--- src/rtl/spi_prog_map.vh ---
// Constants for the serial programming command decoder.
// Assumes inclusion by the decoder only; holds definitions alone.
`ifndef SPI_PROG_MAP_VH
`define SPI_PROG_MAP_VH

// First instruction byte
`define OPC_ENABLE_ERASE_FUSE 8'hAC
`define OPC_POLL 8'hF0
`define OPC_LOAD_EXT_ADDR 8'h4D
`define OPC_LOAD_PAGE_HI 8'h48
`define OPC_LOAD_PAGE_LO 8'h40
`define OPC_WRITE_PAGE 8'h4C
`define OPC_READ_HI 8'h28
`define OPC_READ_LO 8'h20
`define OPC_EE_READ 8'hA0
`define OPC_EE_LOAD 8'hC1
`define OPC_EE_WRITE 8'hC0
`define OPC_EE_PAGE_WRITE 8'hC2
`define OPC_READ_LOCK_FHI 8'h58
`define OPC_READ_FUSE 8'h50
`define OPC_READ_SIG 8'h30
`define OPC_READ_CAL 8'h38

// Second instruction byte
`define SUB_ENABLE 8'h53
`define SUB_ERASE 8'h80
`define SUB_LOCK_WR 8'hE0
`define SUB_FUSE_LO_WR 8'hA0
`define SUB_FUSE_HI_WR 8'hA8
`define SUB_FUSE_EXT_WR 8'hA4
`define SUB_HIGH_EXT 8'h08

// Operations handed to the memory controller
`define NVM_CHIP_ERASE 4'h1
`define NVM_PAGE_LD_LO 4'h2
`define NVM_PAGE_LD_HI 4'h3
`define NVM_PAGE_WR 4'h4
`define NVM_RD_LO 4'h5
`define NVM_RD_HI 4'h6
`define NVM_EE_RD 4'h7
`define NVM_EE_BUF_LD 4'h8
`define NVM_EE_PAGE_WR 4'h9
`define NVM_EE_WR 4'hA

// Reset values
`define FUSE_LOW_RST 8'hFF
`define FUSE_HIGH_RST 8'hFF
`define FUSE_EXT_RST 8'hFF
`define LOCK_RST 8'hFF
`define SYNC_RST 3'h5

// Bit counts at byte boundaries
`define CNT_BYTE1 5'h08
`define CNT_BYTE2 5'h10
`define CNT_BYTE3 5'h18
`define CNT_DONE 5'h00

`endif

--- src/rtl/serial_program_cmd_decoder.v ---
// Serial programming instruction decoder, sampling the programmer's
// serial clock and data with the system clock. Assumes a memory
// controller behind the nvm_* port; read data is valid one cycle
// after a read request.
`timescale 1ns/10ps
`default_nettype none
`include "spi_prog_map.vh"

// Function
// Instructions are four bytes, fixed order
// Chip erase wipes flash and EEPROM
// Poll returns busy in bit zero
// Programmer waits for busy clear
// Opcode 4D stores extended address byte
// Opcode 48 loads page word high byte
// Opcode 40 loads page word low byte
// Programmer loads low byte before high
// Opcode 4C writes page buffer to flash
// Flash addresses are word addresses
// Opcodes 28/20 read high/low flash byte
// Opcode C1 loads EEPROM page buffer
// C2 writes EEPROM page, C0 byte
// Programmer commits EEPROM page afterwards
// Opcode 50 reads low/extended fuses
// AC A0/A8/A4 write fuses
// AC E0 writes lock bits
// Zero programmed, one unprogrammed
// Unused fuse bits left at one
// Sample on rise, shift out on fall
// Echo enable byte 53 during third
// Programmer sends enable after reset
// Ignore commands until enable accepted
module serial_program_cmd_decoder #(
  parameter [23:0] SIGNATURE = 24'h123456,
  parameter [7:0] CALIBRATION = 8'h80
) (
  input wire clk,
  input wire rst_n,
  input wire reset_pin,
  input wire sck,
  input wire mosi,
  output wire miso_o,
  output wire miso_oe,
  output reg [3:0] nvm_op_q,
  output reg [23:0] nvm_addr_q,
  output reg [7:0] nvm_wdata_q,
  output reg nvm_req_q,
  input wire nvm_busy,
  input wire [7:0] nvm_rdata,
  output reg [7:0] fuse_low_q,
  output reg [7:0] fuse_high_q,
  output reg [7:0] fuse_ext_q,
  output reg [7:0] lock_q,
  output reg prog_enabled_q
);

  // Bit 2 reset pin, bit 1 sck, bit 0 mosi
  reg [2:0] s1_q;
  reg [2:0] s2_q;
  reg [2:0] s3_q;
  reg [2:0] st_q;
  wire [2:0] agree;
  wire [2:0] st_d;
  wire prog_active;
  wire sck_rise;
  wire sck_fall;

  reg [31:0] sh_q;
  reg [4:0] cnt_q;
  reg byte_evt_q;
  reg [7:0] tx_q;
  reg miso_q;
  reg rd_pend_q;
  reg rd_take_q;
  reg [7:0] ext_addr_q;

  wire [7:0] b1;
  wire [7:0] b2;
  wire [7:0] b3;
  wire [7:0] w1;
  wire [7:0] w2;
  wire [7:0] w3;
  wire [7:0] w4;
  wire at_byte3;
  wire at_done;
  reg [7:0] resp;
  reg resp_rd;
  reg [3:0] rd_op;
  reg [23:0] rd_addr;
  reg wr_go;
  reg [3:0] wr_op;
  reg [23:0] wr_addr;

  // Three stages; a change is taken once stages two and three agree
  assign agree = ~(s2_q ^ s3_q);
  assign st_d = (agree & s3_q) | (~agree & st_q);
  assign prog_active = ~st_q[2];
  assign sck_rise = prog_active & agree[1] & s3_q[1] & ~st_q[1];
  assign sck_fall = prog_active & agree[1] & ~s3_q[1] & st_q[1];

  always @(posedge clk or negedge rst_n) begin
    if (!rst_n) begin
      s1_q <= `SYNC_RST;
      s2_q <= `SYNC_RST;
      s3_q <= `SYNC_RST;
      st_q <= `SYNC_RST;
    end else begin
      s1_q <= {reset_pin, sck, mosi};
      s2_q <= s1_q;
      s3_q <= s2_q;
      st_q <= st_d;
    end
  end

  // Bytes as seen after three and after four received bytes
  assign b1 = sh_q[23:16];
  assign b2 = sh_q[15:8];
  assign b3 = sh_q[7:0];
  assign w1 = sh_q[31:24];
  assign w2 = sh_q[23:16];
  assign w3 = sh_q[15:8];
  assign w4 = sh_q[7:0];
  assign at_byte3 = byte_evt_q & (cnt_q == `CNT_BYTE3);
  assign at_done = byte_evt_q & (cnt_q == `CNT_DONE);

  assign miso_o = miso_q;
  assign miso_oe = prog_active;

  // Answer for the fourth byte slot
  always @* begin
    resp = 8'h00;
    resp_rd = 1'b0;
    rd_op = `NVM_RD_LO;
    rd_addr = {ext_addr_q, b2, b3};
    case (b1)
      `OPC_POLL: resp = {7'h00, nvm_busy};
      `OPC_READ_LOCK_FHI: begin
        if (b2 == `SUB_HIGH_EXT)
          resp = fuse_high_q;
        else
          resp = lock_q;
      end
      `OPC_READ_FUSE: begin
        if (b2 == `SUB_HIGH_EXT)
          resp = fuse_ext_q;
        else
          resp = fuse_low_q;
      end
      `OPC_READ_SIG: begin
        case (b3[1:0])
          2'h0: resp = SIGNATURE[23:16];
          2'h1: resp = SIGNATURE[15:8];
          default: resp = SIGNATURE[7:0];
        endcase
      end
      `OPC_READ_CAL: resp = CALIBRATION;
      `OPC_READ_HI: begin
        resp_rd = 1'b1;
        rd_op = `NVM_RD_HI;
      end
      `OPC_READ_LO: begin
        resp_rd = 1'b1;
        rd_op = `NVM_RD_LO;
      end
      `OPC_EE_READ: begin
        resp_rd = 1'b1;
        rd_op = `NVM_EE_RD;
        rd_addr = {14'h0000, b2[1:0], b3};
      end
      default: resp = 8'h00;
    endcase
  end

  // Memory operations started by a complete instruction
  always @* begin
    wr_go = 1'b0;
    wr_op = `NVM_CHIP_ERASE;
    wr_addr = 24'h000000;
    case (w1)
      `OPC_ENABLE_ERASE_FUSE: begin
        wr_go = (w2 == `SUB_ERASE);
      end
      `OPC_LOAD_PAGE_HI: begin
        wr_go = 1'b1;
        wr_op = `NVM_PAGE_LD_HI;
        wr_addr = {16'h0000, w3};
      end
      `OPC_LOAD_PAGE_LO: begin
        wr_go = 1'b1;
        wr_op = `NVM_PAGE_LD_LO;
        wr_addr = {16'h0000, w3};
      end
      `OPC_WRITE_PAGE: begin
        wr_go = 1'b1;
        wr_op = `NVM_PAGE_WR;
        wr_addr = {ext_addr_q, w2, w3};
      end
      `OPC_EE_LOAD: begin
        wr_go = 1'b1;
        wr_op = `NVM_EE_BUF_LD;
        wr_addr = {16'h0000, w3};
      end
      `OPC_EE_PAGE_WRITE: begin
        wr_go = 1'b1;
        wr_op = `NVM_EE_PAGE_WR;
        wr_addr = {14'h0000, w2[1:0], w3};
      end
      `OPC_EE_WRITE: begin
        wr_go = 1'b1;
        wr_op = `NVM_EE_WR;
        wr_addr = {14'h0000, w2[1:0], w3};
      end
      default: wr_go = 1'b0;
    endcase
  end

  // Shift in on rise, count bits, flag each completed byte
  always @(posedge clk or negedge rst_n) begin
    if (!rst_n) begin
      sh_q <= 32'h00000000;
      cnt_q <= 5'h00;
      byte_evt_q <= 1'b0;
    end else if (!prog_active) begin
      // Leaving programming drops any partial instruction
      cnt_q <= 5'h00;
      byte_evt_q <= 1'b0;
    end else begin
      byte_evt_q <= sck_rise & (cnt_q[2:0] == 3'h7);
      if (sck_rise) begin
        sh_q <= {sh_q[30:0], st_q[0]};
        cnt_q <= cnt_q + 5'h01;
      end
    end
  end

  // Output byte; loaded at byte boundaries, shifted on fall
  always @(posedge clk or negedge rst_n) begin
    if (!rst_n) begin
      tx_q <= 8'h00;
      miso_q <= 1'b0;
      rd_pend_q <= 1'b0;
      rd_take_q <= 1'b0;
    end else begin
      rd_pend_q <= 1'b0;
      // Read data is due the cycle after the request pulse
      rd_take_q <= rd_pend_q;
      if (!prog_active) begin
        tx_q <= 8'h00;
        miso_q <= 1'b0;
      end else if (sck_fall) begin
        miso_q <= tx_q[7];
        tx_q <= {tx_q[6:0], 1'b0};
      end else if (rd_take_q) begin
        tx_q <= nvm_rdata;
      end else if (byte_evt_q) begin
        if (cnt_q == `CNT_BYTE3) begin
          tx_q <= prog_enabled_q ? resp : 8'h00;
          rd_pend_q <= prog_enabled_q & resp_rd;
        end else if (cnt_q == `CNT_DONE) begin
          tx_q <= 8'h00;
        end else begin
          // Echo of the previous byte, 53 during the third
          tx_q <= sh_q[7:0];
        end
      end
    end
  end

  // Memory request port
  always @(posedge clk or negedge rst_n) begin
    if (!rst_n) begin
      nvm_op_q <= 4'h0;
      nvm_addr_q <= 24'h000000;
      nvm_wdata_q <= 8'h00;
      nvm_req_q <= 1'b0;
    end else begin
      nvm_req_q <= 1'b0;
      if (at_byte3 && prog_enabled_q && resp_rd) begin
        nvm_op_q <= rd_op;
        nvm_addr_q <= rd_addr;
        nvm_wdata_q <= 8'h00;
        nvm_req_q <= 1'b1;
      end else if (at_done && prog_enabled_q && wr_go) begin
        nvm_op_q <= wr_op;
        nvm_addr_q <= wr_addr;
        nvm_wdata_q <= w4;
        nvm_req_q <= 1'b1;
      end
    end
  end

  // Enable flag, extended address, fuses and lock bits
  always @(posedge clk or negedge rst_n) begin
    if (!rst_n) begin
      prog_enabled_q <= 1'b0;
      ext_addr_q <= 8'h00;
      fuse_low_q <= `FUSE_LOW_RST;
      fuse_high_q <= `FUSE_HIGH_RST;
      fuse_ext_q <= `FUSE_EXT_RST;
      lock_q <= `LOCK_RST;
    end else if (!prog_active) begin
      prog_enabled_q <= 1'b0;
    end else if (at_done) begin
      if (w1 == `OPC_ENABLE_ERASE_FUSE && w2 == `SUB_ENABLE)
        prog_enabled_q <= 1'b1;
      if (prog_enabled_q) begin
        if (w1 == `OPC_LOAD_EXT_ADDR)
          ext_addr_q <= w3;
        if (w1 == `OPC_ENABLE_ERASE_FUSE) begin
          case (w2)
            `SUB_FUSE_LO_WR: fuse_low_q <= w4;
            `SUB_FUSE_HI_WR: fuse_high_q <= w4;
            `SUB_FUSE_EXT_WR: fuse_ext_q <= w4;
            // Lock bits only move toward programmed (0)
            `SUB_LOCK_WR: lock_q <= lock_q & w4;
            // Erase returns lock bits to unprogrammed
            `SUB_ERASE: lock_q <= `LOCK_RST;
            default: lock_q <= lock_q;
          endcase
        end
      end
    end
  end

endmodule
`default_nettype wire

--- config.mk ---
export PLATFORM = sky130hd
export DESIGN_NAME = serial_program_cmd_decoder
export DESIGN_NICKNAME = d
export VERILOG_FILES = /design/src/rtl/serial_program_cmd_decoder.v
export VERILOG_INCLUDE_DIRS = /design/src /design/src/rtl
export SDC_FILE = /design/constraint.sdc
export NUM_CORES = 1
export LEC_CHECK = 0
export CAP_MARGIN = 25
export CORE_MARGIN = 2
export CORE_UTILIZATION = 35
export CTS_CLUSTER_SIZE = 12
export DETAILED_ROUTE_END_ITERATION = 8
export DONT_BUFFER_PORTS = 1
export GPL_TIMING_DRIVEN = 0
export SLEW_MARGIN = 40
export SYNTH_ARGS = -nofsm -noshare
export SYNTH_HDL_FRONTEND = slang
export SYNTH_SLANG_ARGS = --single-unit
--- constraint.sdc ---
create_clock -name clk -period 2.78 [get_ports clk]
set_input_delay 0.278 -clock clk [delete_from_list [all_inputs] [get_ports clk]]
set_output_delay 0.278 -clock clk [all_outputs]
set_load 0.05 [all_outputs]
==> results.md <==
* DRT Wirelength at approximately 17000 um
* Drt initial violations at approximately 430
* Worst vdd ir at between 0.0005 and 0.0006 V
* Nets at approximately 600
* Reg2Reg Capture Point: nvm_addr_q[9]
* Slew Limit Headroom at approximately 48%
* Area grow syn2layout at 14.1%
* Largest cells by area after synthesis: dfrtp_1 39%, dfstp_2 16%, mux2_2 11%
* Fin worst setup slack at 260 ps
* Remaining DRCs at 0
* Minimum clock period at between 2000 and 3000 ps
* Setup TNS at 0 ps
* Ant diodes at 0
* Avg Cell Area, Syn at roughly 11 um2
* Rows at between 40 and 50
* Worst Setup SP: cnt_q[0]
* Total track usage at 17.8%
* Cell count after synthesis at 564
* Most frequent cell after synthesis: dfrtp_1
* Post-Syn Area at 6390 um2
* Total congestion overflow at 0
* Final worst-path cycle share at about nine tenths
* Worst r2r src: cnt_q[0]
* Max Cap Viol at 0
* Die Wd at between 100 and 150 um
* Die extent in y at between 100 and 150 um
* Primary FF master, synth: dfrtp_1
* Crit path max-delay cell type: dfrtp_1
* Via count at around 4600
* Share of cells above drive strength 1 at around 28%
* Placed Instances at a little under 800
* Setup violations, final at 0
* Crit path buffers/inverters at 2
* Post-CTS setup buffers at 0
* Crit-path cells: inv_1 > ha_1 > nand3b_1 > nor2_2 > and4_1 > clkbuf_1 > and2_1 > a211o_1
* CTS Buffer Depth at 2
* Fmax achieved at slightly below 0.4 GHz
* Vias in the first global route at approximately 4600
* Vias per cell at about 5.5
* Commonest cells in the netlist: 99 x dfrtp_1, 74 x nand2_1, 60 x mux2_2
* Ports at 86
* WHS at -444 ps
* Antenna viol nets, final at 0
* Initial cell density of the core at 35.6%
* Pre-antenna DRT Iters at 5
* Setup crit end: nvm_addr_q[9]
* CP Depth at 8
* Final Cell Area at ~7300 um2
* Critical Path Source Type: flip-flop
* Final hold vios at 139
* # port buffers at 0
* Ys async rst share at 100%
* Die area at around 19000 um2
* CORE AREA at between 15000 and 20000 um2
* CTS tree: done
* Worst-margin pin slew at between 700 and 800 ps
* Pwr dens at around 630 nW/um2
* Place WS at between 100 and 150 ps
* Fin. max-slew vios at 0
* Flop2flop setup slack at around 260 ps
* Seq/Total Area, Yosys at 55.2%
* Top cell type's share of synthesized area at just under 40%
* Synth unique cells at 64
* Min-delay worst type: input pin to async pin
* CP max stage delay at roughly 430 ps
* CTS Hold Bufs at 3
* RSZ-0062 raised after global routing: false
* Critical Path RT at roughly 3100 ps
* First-pass GRT wire length at roughly 27000 um
* Worst-skew pair later-pin latency at ~420 ps
* Status: finished, violations left
* Largest net degree at the start of global routing at 140
* Ys Warns at 0
* # H-tree levels at 4
* Syn_nets at between 500 and 600
* CP max FO at 10
* Initial antenna violation count at 0
* Dpl cell area at about 6700 um2
* Final HPWL DP at between 10000 and 15000 um
* R2R depth at 8
* Clock Sinks at around 140
* Area leader, netlist: dfrtp_1
* Final Core Density at about two fifths
* CP top delay family: simple AND/OR/NAND/NOR gates
* Clock Skew at between 7 and 8 ps
* Clock transition at the registers of the reported paths at ~60 ps
* CP endpoint kind: flip-flop
* Cts bufs inserted at 17
* Final Instance Count excl. Fillers at 826
* Final GP Congestion at between 0.8 and 0.9
* CP Class: flip-flop to flip-flop
* DR WL/cell at between 20 and 25 um
* Synth Register Bits at roughly 140
* EDFF count, synth at 0
* Violated checks: negative hold slack
* Clk root buf: clkbuf_16
* Crit path arrival time at between 2000 and 3000 ps
* Leak pwr at about 3.3 nW
## worst register-to-register path: cells and delay by family, from the launching register on
kind                       cells  cell delay (ps)
adders and majority gates      1              180
AOI/OAI and AO/OA              1               90
buffers and inverters          2              520
DFF                            1              430
and+or+nand+nor                4             1250
## cells by family after synthesis
family / count (synthesis) / share of synthesized area (%)
flops: 139 / 55.2
compound gates: 123 / 12.3
xor+xnor: 3 / 0.411
buf+inv: 42 / 2.86
fa+ha+maj: 6 / 1.06
mux: 78 / 13.4
simple gates: 173 / 14.8
## report_power, final
part | internal, W | switching, W
Sequential | 0.00208 | 0.0000280
Combinational | 0.0000669 | 0.000186
Clock | 0.00134 | 0.000895
Total | 0.00349 | 0.00111
## flip-flops by register name, indices dropped and copies added (netlist names), 4 cells and up, named ones only
| name | count |
|---|---|
| lock_q | 8 |
| tx_q | 8 |
| fuse_ext_q | 8 |
| ext_addr_q | 8 |
| nvm_wdata_q | 8 |
| sh_q | 32 |
| nvm_addr_q | 24 |
| fuse_low_q | 8 |
| nvm_op_q | 4 |
| cnt_q | 5 |
| fuse_high_q | 8 |
## how the worst min path moves through the flow
stage / from / to
floorplan: rst_n / async pin
global placement: rst_n / nvm_req_q
detailed placement: rst_n / nvm_req_q
CTS: rst_n / sh_q[21]
global route: rst_n / nvm_op_q[3]
finish: rst_n / nvm_op_q[3]
## cell type report
class,instances,area (um2)
plain buffers,32,145
multi-input cells,383,2680
clock buffers,18,439
flip-flops and latches,139,3530
well taps,229,287
clock inverters,13,146
inverters,9,37.5
repair buffers,3,30.0
fillers,1715,10700
## what timing repair did
action	4_1_cts	5_1_grt
endpoints found under the setup margin	0	18
hold endpoints to repair	142	139
gates resized for setup	0	2
## per-stage QoR
step | power (W) | hold slack [ps]
final | 0.00460 | -444
after CTS | 0.00464 | -457
after floorplan | 0.00229 | -17.6
after global routing | 0.00477 | -461
after global placement | 0.00238 | -8.81
after detailed placement | 0.00239 | -8.78
## cells in the final DEF, fill, tap and decap left out, types with 3 or more instances in the layout
cell type,instances
a31oi_1,3
a21oi_1,26
dlygate4sd3_1,3
dfrtp_1,98
o211ai_1,3
mux2i_1,18
clkinv_4,6
buf_2,12
nand3_1,12
inv_1,8
o22ai_1,5
buf_1,7
o21ai_0,38
a211o_1,3
mux2_2,60
nor4b_1,3
clkbuf_1,10
a41oi_1,3
dfstp_2,40
o21a_1,4
nor3_1,4
and3_1,6
clkinvlp_4,3
maj3_1,3
clkbuf_16,17
nand2_1,74
nand2_4,3
a22o_1,9
nor2_1,31
and2_1,6
a22oi_1,14
ha_1,3
nand4_1,5
## layer usage
| layer | vias to the layer above | routed length, um | global-route usage, % |
|---|---|---|---|
| li1 | 2074 | - | - |
| met1 | 2303 | 7280 | 23.5 |
| met2 | 157 | 7850 | 27.5 |
| met3 | 22 | 1230 | 6.04 |
| met4 | 0 | 291 | 6.01 |
| met5 | - | 0 | 0 |
Note: power is estimated with default switching activity, not from simulation.
